<file path="src/hdl/agt_defines.svh">
`ifndef AGT_DEFINES_SVH
`define AGT_DEFINES_SVH
// ***********************************************
// register map (byte addresses)
// ***********************************************
`define AGT_REG_STATUS   5'h00
`define AGT_REG_COMMAND  5'h04
`define AGT_REG_HUB_BASE 5'h08
`define AGT_REG_HUB_LIM  5'h0c
`define AGT_REG_COUNT    5'h10
// ***********************************************
// fields and reset values
// ***********************************************
`define AGT_STAT_RATE    3'h7
`define AGT_STAT_FW_CAP  4
`define AGT_CMD_RATE_LO  0
`define AGT_CMD_FW_EN    4
`define AGT_CMD_PORT_EN  8
`define AGT_CMD_RST      32'h0000_0001
`define AGT_HUB_BASE_RST 32'hfe00_0000
`define AGT_HUB_LIM_RST  32'hfeff_ffff
`define AGT_LFSR_SEED    32'h1357_9bdf
// ***********************************************
// port command codes
// ***********************************************
`define AGT_C_RD         4'h0
`define AGT_C_RD_HI      4'h1
`define AGT_C_WR         4'h4
`define AGT_C_WR_HI      4'h5
`define AGT_C_LRD        4'h8
`define AGT_C_LRD_HI     4'h9
`define AGT_C_FLUSH      4'ha
`define AGT_C_FENCE      4'hc
`define AGT_F_MRD        4'h6
`define AGT_F_MWR        4'h7
`define AGT_F_MRM        4'hc
`define AGT_F_MRL        4'he
`define AGT_F_MWI        4'hf
// bytes per common clock at 1x, 2x, 4x; a block is four clocks
`define AGT_BEAT_1X      5'h04
`define AGT_BEAT_2X      5'h08
`define AGT_BEAT_4X      5'h10
`define AGT_BLOCK_CLKS   3'h4
`endif

</file>
<file path="src/hdl/agt_pkg.sv">
package agt_pkg;
    typedef enum logic [2:0] {
        AGT_RATE_1X = 3'b001,
        AGT_RATE_2X = 3'b010,
        AGT_RATE_4X = 3'b100
    } agt_rate_e;
    // request captured from the port pins
    typedef struct packed {
        logic [3:0]  cmd;
        logic        sba;
        logic        frame;
        logic [31:0] addr;
    } agt_lreq_s;
    // request handed to the memory queue
    typedef struct packed {
        logic        fence;
        logic        write;
        logic        hi_prio;
        logic        snoop;
        logic        be_off;
        logic        long_rd;
        logic [31:0] addr;
    } agt_mreq_s;
endpackage

</file>
<file path="src/hdl/agt_target.sv">
// Design decisions made here: the Avalon-MM interface to the registers and the address map.
`timescale 1ns/1ps
`include "agt_defines.svh"
// Behaviour
// - reads 0000/1000 low, 0001/1001 high priority
// - writes 0100 low, 0101 high priority
// - port cycles only reach main memory
// - hub-range read returns random data
// - hub-range write: memory, byte enables off
// - flush returns one random quadword
// - fence: no data, marker queued
// - pipelined/sideband unsnooped, frame snooped
// - only frame memory writes from hub
// - frame interleaves with pipelined or sideband
// - requests kept in arrival order
// - status advertises 4x in bit 2
// - rate bit 2 selects 4x transfers
// - 4x: 16 bytes/clock, 4-clock blocks
// - 4x strobes extra, same handshake
// - fast writes at 2x and 4x
// - no back-to-back cycles at 1x
// - fast writes need enable bit 4
// - fast write needs capability and enable
// - rate bits pick 4x, 2x, or 1x
module agt_target (
    input  wire logic               ref_clk_in,
    input  wire logic               rstn_in,
    input  wire logic [4:0]         avs_address_in,
    input  wire logic               avs_read_in,
    input  wire logic               avs_write_in,
    input  wire logic [31:0]        avs_writedata_in,
    input  wire logic [3:0]         avs_byteenable_in,
    output logic [31:0]             avs_readdata_out,
    output logic                    avs_waitrequest_out,
    input  wire logic               lk_clk_in,
    input  wire logic               lk_req_in,
    input  wire agt_pkg::agt_lreq_s lk_lreq_in,
    input  wire logic               wr_req_in,
    input  wire logic               wr_hub_in,
    input  wire logic               wr_frame_mem_in,
    output logic                    mem_valid_out,
    output agt_pkg::agt_mreq_s      mem_req_out,
    output logic                    cpl_valid_out,
    output logic                    cpl_flush_out,
    output logic [63:0]             cpl_data_out,
    output logic                    gp_wr_valid_out,
    output agt_pkg::agt_rate_e      gp_wr_rate_out,
    output logic                    back_to_back_cycles_out,
    output agt_pkg::agt_rate_e      xfer_rate_out,
    output logic [4:0]              beat_bytes_out,
    output logic [2:0]              block_clks_out
);
    import agt_pkg::*;

    // ***********************************************
    // pin synchronisers
    // ***********************************************
    // the link clock is only a data pin here; its edges are found on ref_clk_in
    logic [39:0] sync1;
    logic [39:0] sync2;
    logic        clk_old;

    always_ff @(posedge ref_clk_in or negedge rstn_in) begin
        if (!rstn_in) begin
            sync1   <= '0;
            sync2   <= '0;
            clk_old <= 1'b0;
        end else begin
            sync1   <= {lk_clk_in, lk_req_in, lk_lreq_in};
            sync2   <= sync1;
            clk_old <= sync2[39];
        end
    end

    // pins are held across the link edge, so sampling after two stages is safe
    logic      lk_edge;
    logic      lk_req;
    agt_lreq_s lreq;

    assign lk_edge = sync2[39] & ~clk_old;
    assign lk_req  = sync2[38];
    assign lreq    = agt_lreq_s'(sync2[37:0]);

    // ***********************************************
    // registers and bus slave
    // ***********************************************
    logic [31:0] cmd_reg;
    logic [31:0] hub_base;
    logic [31:0] hub_lim;
    // counters wrap silently; they are a rough gauge, not an exact log
    logic [15:0] fence_cnt;
    logic [15:0] drop_cnt;
    logic [31:0] next_cmd_reg;
    logic [31:0] next_hub_base;
    logic [31:0] next_hub_lim;
    logic [31:0] next_rdata;
    logic        next_wait;
    logic [31:0] status_val;

    // capability: all rates plus fast write
    assign status_val = {27'h0, 1'b1, 1'b0, `AGT_STAT_RATE};

    function automatic logic [31:0] merge(input logic [31:0] old,
                                          input logic [31:0] wd,
                                          input logic [3:0]  be);
        logic [31:0] res;
        res = old;
        for (int i = 0; i < 4; i++) begin
            if (be[i]) begin
                res[i*8 +: 8] = wd[i*8 +: 8];
            end
        end
        return res;
    endfunction

    logic bus_go;
    logic bus_wr_done;

    // a request is answered in the cycle after it is first seen
    assign bus_go = (avs_read_in | avs_write_in) & avs_waitrequest_out;
    // a write lands only at the edge where the master sees waitrequest low
    assign bus_wr_done = avs_write_in & ~avs_waitrequest_out;

    always_comb begin
        next_cmd_reg  = cmd_reg;
        next_hub_base = hub_base;
        next_hub_lim  = hub_lim;
        next_rdata    = avs_readdata_out;
        next_wait     = ~bus_go;
        // writes to read-only or unmapped offsets are answered but change nothing
        if (bus_wr_done) begin
            unique case (avs_address_in)
                `AGT_REG_COMMAND: begin
                    next_cmd_reg = merge(cmd_reg, avs_writedata_in, avs_byteenable_in);
                end
                `AGT_REG_HUB_BASE: begin
                    next_hub_base = merge(hub_base, avs_writedata_in, avs_byteenable_in);
                end
                `AGT_REG_HUB_LIM: begin
                    next_hub_lim = merge(hub_lim, avs_writedata_in, avs_byteenable_in);
                end
                default: begin
                    next_cmd_reg = cmd_reg;
                end
            endcase
        end
        if (bus_go && avs_read_in) begin
            unique case (avs_address_in)
                `AGT_REG_STATUS:   next_rdata = status_val;
                `AGT_REG_COMMAND:  next_rdata = cmd_reg;
                `AGT_REG_HUB_BASE: next_rdata = hub_base;
                `AGT_REG_HUB_LIM:  next_rdata = hub_lim;
                `AGT_REG_COUNT:    next_rdata = {drop_cnt, fence_cnt};
                default:           next_rdata = 32'h0;
            endcase
        end
    end

    always_ff @(posedge ref_clk_in or negedge rstn_in) begin
        if (!rstn_in) begin
            cmd_reg             <= `AGT_CMD_RST;
            hub_base            <= `AGT_HUB_BASE_RST;
            hub_lim             <= `AGT_HUB_LIM_RST;
            avs_readdata_out    <= 32'h0;
            avs_waitrequest_out <= 1'b1;
        end else begin
            cmd_reg             <= next_cmd_reg;
            hub_base            <= next_hub_base;
            hub_lim             <= next_hub_lim;
            avs_readdata_out    <= next_rdata;
            avs_waitrequest_out <= next_wait;
        end
    end

    // ***********************************************
    // rate and fast write selection
    // ***********************************************
    logic [2:0] rate_bits;
    logic       fw_en;
    logic       port_en;
    agt_rate_e  next_xfer;
    agt_rate_e  next_fw;
    logic [4:0] next_beat;

    assign rate_bits = cmd_reg[`AGT_CMD_RATE_LO +: 3];
    assign fw_en     = cmd_reg[`AGT_CMD_FW_EN] & status_val[`AGT_STAT_FW_CAP];
    assign port_en   = cmd_reg[`AGT_CMD_PORT_EN];

    // the rate is taken live from the register; software sets it once after
    // reset, so no handshake with the transfer logic is needed
    // a non one-hot setting is illegal; it falls back to 1x
    always_comb begin
        next_xfer = AGT_RATE_1X;
        next_beat = `AGT_BEAT_1X;
        if (rate_bits == 3'b100) begin
            next_xfer = AGT_RATE_4X;
            next_beat = `AGT_BEAT_4X;
        end else if (rate_bits == 3'b010) begin
            next_xfer = AGT_RATE_2X;
            next_beat = `AGT_BEAT_2X;
        end
        next_fw = AGT_RATE_1X;
        if (fw_en && rate_bits != 3'b001) begin
            next_fw = next_xfer;
        end
    end

    // ***********************************************
    // request decode toward memory
    // ***********************************************
    logic        in_hub;
    logic        next_mem_valid;
    agt_mreq_s   next_mem_req;
    logic        next_cpl_valid;
    logic        next_cpl_flush;
    logic [15:0] next_fence_cnt;
    logic [15:0] next_drop_cnt;
    logic [31:0] lfsr;
    logic [31:0] next_lfsr;

    // limit is inclusive, so a window may end at the very top of the map
    assign in_hub = (lreq.addr >= hub_base) && (lreq.addr <= hub_lim);

    always_comb begin
        next_mem_valid = 1'b0;
        next_mem_req   = mem_req_out;
        next_cpl_valid = 1'b0;
        next_cpl_flush = 1'b0;
        next_fence_cnt = fence_cnt;
        next_drop_cnt  = drop_cnt;
        // completion data need only be arbitrary; a free-running lfsr costs no memory read
        next_lfsr      = {lfsr[30:0], lfsr[31] ^ lfsr[21] ^ lfsr[1] ^ lfsr[0]};
        // one request per link edge, issued in arrival order
        if (lk_edge && lk_req && port_en) begin
            next_mem_req         = '0;
            next_mem_req.addr    = lreq.addr;
            next_mem_req.snoop   = lreq.frame;
            // frame cycles aimed at the hub window are simply not claimed
            if (lreq.frame) begin
                unique case (lreq.cmd)
                    `AGT_F_MRD, `AGT_F_MRM, `AGT_F_MRL: begin
                        next_mem_valid = ~in_hub;
                    end
                    `AGT_F_MWR, `AGT_F_MWI: begin
                        next_mem_valid     = ~in_hub;
                        next_mem_req.write = 1'b1;
                    end
                    default: begin
                        next_drop_cnt = drop_cnt + 16'h1;
                    end
                endcase
            end else begin
                unique case (lreq.cmd)
                    // hub-range reads never leave; the completion path answers them
                    `AGT_C_RD, `AGT_C_RD_HI, `AGT_C_LRD, `AGT_C_LRD_HI: begin
                        next_mem_req.hi_prio = lreq.cmd[0];
                        next_mem_req.long_rd = lreq.cmd[3];
                        next_mem_valid       = ~in_hub;
                        next_cpl_valid       = in_hub;
                    end
                    `AGT_C_WR, `AGT_C_WR_HI: begin
                        next_mem_req.write   = 1'b1;
                        next_mem_req.hi_prio = lreq.cmd[0];
                        next_mem_req.be_off  = in_hub;
                        next_mem_valid       = 1'b1;
                    end
                    `AGT_C_FLUSH: begin
                        next_cpl_valid = 1'b1;
                        next_cpl_flush = 1'b1;
                    end
                    // a fence carries no data; only its place in the queue matters
                    `AGT_C_FENCE: begin
                        next_mem_req.fence = 1'b1;
                        next_mem_valid     = 1'b1;
                        next_fence_cnt     = fence_cnt + 16'h1;
                    end
                    default: begin
                        next_drop_cnt = drop_cnt + 16'h1;
                    end
                endcase
            end
        end
    end

    always_ff @(posedge ref_clk_in or negedge rstn_in) begin
        if (!rstn_in) begin
            mem_valid_out <= 1'b0;
            mem_req_out   <= '0;
            cpl_valid_out <= 1'b0;
            cpl_flush_out <= 1'b0;
            cpl_data_out  <= 64'h0;
            fence_cnt     <= 16'h0;
            drop_cnt      <= 16'h0;
            lfsr          <= `AGT_LFSR_SEED;
        end else begin
            mem_valid_out <= next_mem_valid;
            mem_req_out   <= next_mem_req;
            cpl_valid_out <= next_cpl_valid;
            cpl_flush_out <= next_cpl_flush;
            cpl_data_out  <= {lfsr, next_lfsr};
            fence_cnt     <= next_fence_cnt;
            drop_cnt      <= next_drop_cnt;
            lfsr          <= next_lfsr;
        end
    end

    // ***********************************************
    // writes toward the graphics master
    // ***********************************************
    logic      next_gp_valid;
    agt_rate_e next_gp_rate;
    logic      next_b2b;

    // hub may only send frame memory writes; anything else is not forwarded
    // back-to-back cycles follow the fast write rate, never plain 1x
    always_comb begin
        next_gp_valid = wr_req_in & (~wr_hub_in | wr_frame_mem_in);
        next_gp_rate  = next_fw;
        next_b2b      = (next_fw != AGT_RATE_1X);
    end

    always_ff @(posedge ref_clk_in or negedge rstn_in) begin
        if (!rstn_in) begin
            gp_wr_valid_out         <= 1'b0;
            gp_wr_rate_out          <= AGT_RATE_1X;
            back_to_back_cycles_out <= 1'b0;
            xfer_rate_out           <= AGT_RATE_1X;
            beat_bytes_out          <= `AGT_BEAT_1X;
            block_clks_out          <= `AGT_BLOCK_CLKS;
        end else begin
            gp_wr_valid_out         <= next_gp_valid;
            gp_wr_rate_out          <= next_gp_rate;
            back_to_back_cycles_out <= next_b2b;
            xfer_rate_out           <= next_xfer;
            beat_bytes_out          <= next_beat;
            block_clks_out          <= `AGT_BLOCK_CLKS;
        end
    end

endmodule

</file>
<file path="config.mk">
export PLATFORM = sky130hd
export DESIGN_NAME = agt_target
export DESIGN_NICKNAME = d
export VERILOG_FILES = /design/src/hdl/agt_pkg.sv /design/src/hdl/agt_target.sv
export VERILOG_INCLUDE_DIRS = /design/src /design/src/hdl
export SDC_FILE = /design/constraint.sdc
export NUM_CORES = 1
export LEC_CHECK = 0
export BUFFER_PORTS_ARGS = -buffer_cell sky130_fd_sc_hd__buf_2
export CELL_PAD_IN_SITES_DETAIL_PLACEMENT = 0
export CELL_PAD_IN_SITES_GLOBAL_PLACEMENT = 1
export CORE_AREA = 2 2 228 230
export CTS_CLUSTER_SIZE = 16
export DETAILED_ROUTE_END_ITERATION = 8
export DIE_AREA = 0 0 230 232
export GPL_TIMING_DRIVEN = 0
export PLACE_DENSITY = 0.66
export SYNTH_ARGS = -nofsm -noshare
export SYNTH_HDL_FRONTEND = slang
export SYNTH_SLANG_ARGS = --single-unit
</file>
<file path="constraint.sdc">
create_clock -name ref_clk_in -period 2.4 [get_ports ref_clk_in]
set_input_delay 0.36 -clock ref_clk_in [delete_from_list [all_inputs] [get_ports ref_clk_in]]
set_output_delay 0.36 -clock ref_clk_in [all_outputs]
set_load 0.03 [all_outputs]
</file>
; ---- Word level (Yosys, flattened, before mapping)
; Index checks and enable logic that the tools add are counted.
[op_classes]
reduce_logical = 28
bitwise = 15
mux = 29
eq_ne = 21
n_addsub = 2
n_lt_le_gt_ge = 2
[op_table]
columns = op, count
row1 = case mux 32 bit (5 select lines), 1
row2 = two-way mux 16 bit, 3
row3 = AND reduction 3 bit, 14
row4 = "adder 16 x 1 -> 16 bit, second input constant", 2
row5 = greater-or-equal comparator 32 bit, 1
row6 = <= comparator 32 bit, 1
row7 = "equality test 4 bit, second input constant", 6
row8 = two-way mux 1 bit, 17
row9 = "equality test 4 x 3 -> 1 bit, second input constant", 4
row10 = "equality test 5 x 4 -> 1 bit, second input constant", 2
row11 = OR reduction 8 bit, 1
row12 = two-way mux 3 bit, 2
row13 = "!= test 3 x 1 -> 1 bit, second input constant", 2
row14 = NOT 1 bit, 6
row15 = OR reduction 6 bit, 1
row16 = "equality test 5 x 3 -> 1 bit, second input constant", 1
row17 = "equality test 5 bit, second input constant", 1
row18 = logical AND 1 bit, 5
row19 = zero test 5 bit, 1
row20 = two-way mux 5 bit, 1
row21 = OR reduction 5 bit, 1
row22 = AND 1 bit, 4
row23 = "equality test 4 x 1 -> 1 bit, second input constant", 1
row24 = zero test 4 bit, 1
row25 = other kinds (12), 18
[totals]
in_bits = 88
register_bits = 392
wordCells = 133

; ---- Logic depth before layout (Yosys ltp)
[depth]
word_depth = 6
depth_mapped = 9

; ---- Worst setup path after synthesis
; Ideal clock, no wire load.
[synth_path]
path_type = reg-to-reg
from = register hub_lim[5]
to = register mem_valid_out
path_slack_ps = 1
stages_incl_launch_ff = 10
arrival_time_ps = 2279
path_cell_list = dfstp_2 > inv_1 > ha_1 > a21oi_2 > o21ai_1 > a221o_1 > a211o_1 > a2111oi_4 > o22ai_2 > a31o_1
[synth_via]
elab_chain_cells = 6
elab_cells_between_ends = 7
classes_between = 1 x order compare / 4 x mux / 1 x bitwise / 1 x reduce/logical
[synth_lines]
columns = element, line
row1 = start: declaration, agt_target.sv:89  ; logic [31:0] hub_lim;
row2 = start signal: assignment, agt_target.sv:163  ; hub_lim <= `AGT_HUB_LIM_RST;
row3 = start signal: assignment, agt_target.sv:169  ; hub_lim <= next_hub_lim;
row4 = <= comparator 32 bit (*), agt_target.sv:222  ; assign in_hub = (lreq.addr >= hub_base) && (lreq.addr <= hub_lim);
row5 = logical AND 1 bit (*), agt_target.sv:222
row6 = NOT 1 bit (*), "agt_target.sv:242, agt_target.sv:245, agt_target.sv:258"
row7 = case mux 1 bit (2 select lines) / two-way mux 1 bit (equally long branches), -
row8 = two-way mux 1 bit (*), agt_target.sv:239  ; if (lreq.frame) begin
row9 = two-way mux 1 bit (*), agt_target.sv:234  ; if (lk_edge && lk_req && port_en) begin
row10 = via next_mem_valid, agt_target.sv:212  ; logic next_mem_valid;
row11 = end signal: assignment, agt_target.sv:296  ; mem_valid_out <= next_mem_valid;
row12 = end: declaration, agt_target.sv:41  ; output logic mem_valid_out,
; The timed path passes the listed nets; every way through them passes the cells marked *.
; A chain may end at the register's enable or synchronous reset.

; ---- Final worst setup path
[layout_path]
from = register hub_lim[7]
to = register mem_valid_out
; The elaborated chain is that of the path after synthesis.

==> impl_metrics.py <==
metrics = {
    "status": {
        "status": "complete, but fails checks",
        "violations": "setup timing",
    },
    "timing": {
        "max_freq_mhz": 367,
        "slew_headroom": 0.306,
        "fin_hold_ws_ps": 41.5,
        "fin_crit_ps": 2720,
        "post-route-period-util": 1.14,
        "worstMarginPinSlew_ps": 1040,
        "rsz0062_at_grt": "yes",
        "fin_worst_skew_ps": 20.8,
        "finalMaxSlewViolations": 0,
        "fin_ws_ps": -325,
        "hold_viol_final": 0,
        "setup_viol_count_final": 3,
    },
    "clock_network": {
        "clk_pin_slew_ps": 60,
        "htree_levels": 2,
        "clock_path_buffers": 3,
        "worstSkewPairLatency_ps": 570,
        "numCtsBuffers": 40,
        "clock_sinks": 342,
        "cts_root_buf": "clkbuf_16",
        "cts_tree": "done",
    },
    "hold_path": {
        "min_to": "hub_base[4]",
        "whs_path_depth": 3,
        "hp-start": "avs_writedata_in[4]",
        "hold_class": "input pin to register",
    },
    "global_route": {
        "antenna_found_initial": 7,
        "overflow": 0,
        "grt_pass1_vias": 10261,
        "grt_pass1_wl_mm": 61.6,
        "grt_use_total": 0.152,
        "grt_max_degree": 120,
    },
    "placed_design": {
        "dp.cells": 2097,
        "dpl_cell_area_mm2": 0.0162,
        "gp_congestion": 0.812,
        "dp_hpwl_mm": 29.4,
        "portBuffers": 235,
    },
    "worst_setup_path": {
        "cpLargestDelayFamily": "compound AO/OA/AOI/OAI gates",
        "critical_path_required_ps": 2850,
        "cp_cell_sequence": "inv_1, ha_4, a21oi_4, o21ai_4, a221o_1, a211o_1, a2111oi_4, o22ai_2, a31o_1",
        "worstPathArrival_ps": 3170,
        "r2r-end": "mem_valid_out",
        "critPathLaunchType": "register",
        "crit_buf_inv": 1,
        "worstSetupPathType": "register to register",
        "crit_slowest_cell": "dfstp_2",
        "regToRegSetupSlack_ps": -320,
        "r2r_start": "hub_lim[7]",
        "slowest_delay_ps": 540,
        "end_kind": "register",
        "crit_path_max_fanout": 3,
        "rr_worst_depth": 9,
    },
    "logic_synthesis": {
        "synth_area_mm2": 0.0141,
        "yosys.area.top_type_share": 0.498,
        "synth_top_family_by_area": "simple AND/OR/NAND/NOR gates",
        "synth.distinct_cells": 61,
        "synthAdderAreaFrac": 0.0587,
        "avgSynthCellArea_um2": 12.0,
        "async_flop_share": 1.00,
        "yosys_warnings": 0,
        "yosys_most_used_dff": "dfrtp_1",
        "synth-simple-area-share": 0.108,
        "postSynthCellCount": 1176,
        "synth-edff-count": 0,
        "yosys-top-cells-area": "dfrtp_1 50%, dfstp_2 12%, nand2_1 5.9%, ha_1 5.9%, mux2_2 5.3%",
        "synthXorXnorAreaFrac": 0.0205,
        "muxShareOfSynthArea": 0.0528,
        "seq_area_frac_synth": 0.614,
        "synth-seq-cells": 342,
        "synth_largest_area_cell": "dfrtp_1",
        "synth_compound_area_frac": 0.0866,
    },
    "power_and_ir_drop": {
        "powerDensity_mw_per_mm2": 767,
        "p_leak_nw": 9.27,
        "ir_drop_mv": 0.473,
    },
    "drt": {
        "ant_nets": 0,
        "drc": 0,
        "drt_pass1_iterations": 6,
        "vias": 9957,
        "wire_per_inst_um": 18.0,
        "drt-total-wl_mm": 40.1,
        "vias_per_cell": 4.46,
        "drt-initial-drc-count": 718,
    },
    "finish": {
        "fin_area_mm2": 0.0183,
        "syn2layout_area_growth_pct": 30.0,
        "nNetsFinal": 1673,
        "reg_top3": "sync1 x39, sync2 x39, mem_req_out x38",
        "stdcell_count": 2232,
        "drive_gt1_frac": 0.350,
    },
    "job": {
        "cap_violations": 0,
    },
    "floorplan": {
        "die-area_mm2": 0.0534,
        "num_io_pins": 242,
        "rows": 83,
        "die_w_um": 230,
        "start_util": 0.276,
        "coreArea_mm2": 0.0509,
        "die_y_um": 232,
    },
}
metal layers:
| layer | global-route usage | wire [um] |
|---|---|---|
| met5 | 0 | 63 |
| met4 | 0.0484 | 982 |
| met3 | 0.0352 | 2200 |
| met1 | 0.196 | 17500 |
| met2 | 0.254 | 19300 |
tightest hold or removal path, cell delays in order:
cell     delay (ps)
buf_2           100
nand2_1          40
o21ai_0          60
how the worst max path moves through the flow:
stage,start,to,cells after the start
after floorplan,hub_lim[5],mem_valid_out,9
after global placement,rstn_in,mem_req_out[26],1
after detailed placement,avs_address_in[1],avs_readdata_out[14],6
after CTS,hub_lim[5],mem_valid_out,9
after global routing,hub_lim[7],mem_req_out[33],9
final,hub_lim[7],mem_valid_out,9
report_power, final:
group | switching (W) | internal (W) | total [W]
clock | 0.00249 | 0.00360 | 0.00609
sequential | 0.000236 | 0.00617 | 0.00640
combinational | 0.000936 | 0.000592 | 0.00153
layout make-up:
class,count,area (um^2)
sequential,342,8640
inverter,72,270
timing repair buffer,298,1830
clock buffer,58,1120
tap,680,851
buffer,94,564
multi-input combinational,671,4800
fill,5092,32600
antenna,1,2.50
clock inverter,16,201
placed cells by master, fill, tap and decap left out, types with 22 or more instances in the layout:
master and count:
a21oi_1 25, a222oi_1 32, a22o_1 32, buf_2 247
buf_4 66, clkbuf_1 39, clkbuf_16 40, dfrtp_1 280
dfstp_2 62, dlygate4sd3_1 45, ha_1 56, inv_1 69
mux2_2 66, nand2_1 220, nand3_1 23, o21ai_0 43
xnor2_1 22
Yosys cell counts, drive strengths merged (3+ instances only):
library cell	count
dfstp	62
mux2	66
buf	65
a222oi	32
a211oi	3
nand4	19
o21ai	44
ha	66
xnor2	22
xor2	11
a21oi	28
and2	4
a22o	32
and3	16
nand2b	7
inv	72
nor2	24
nor3b	3
nand3	24
a21o	8
clkbuf	29
nand2	221
nor3	8
dfrtp	280
through the flow:
step,TNS [ps],utilization,worst slack [ps],power (W)
3_3_place_gp,-1831760,0.316,-5710,0.00784
2_1_floorplan,0,-,1.41,0.00726
6_report,-820,0.359,-325,0.0140
4_1_cts,-883,0.358,-362,0.0143
5_1_grt,-1020,0.359,-377,0.0147
3_5_place_dp,-33230,0.318,-875,0.00790
repair_timing:
item | CTS | global route
pin swaps | 15 | 7
hold buffers | 45 | 0
setup endpoints to repair | 35 | 11
buffers inserted | 13 | 2
resized for setup | 20 | 10
endpoints found under the hold margin | 135 | 0
logic make-up (layout without fill, tap and decap cells):
group / count (synthesis) / in the layout
flops: 342 / 342
simple gates: 337 / 337
buf+inv: 166 / 538
compound gates: 164 / 164
fa+ha+maj: 66 / 66
mux: 66 / 66
xor+xnor: 33 / 33
other cells: 2 / 6
Power figures use the tool's default switching activity.
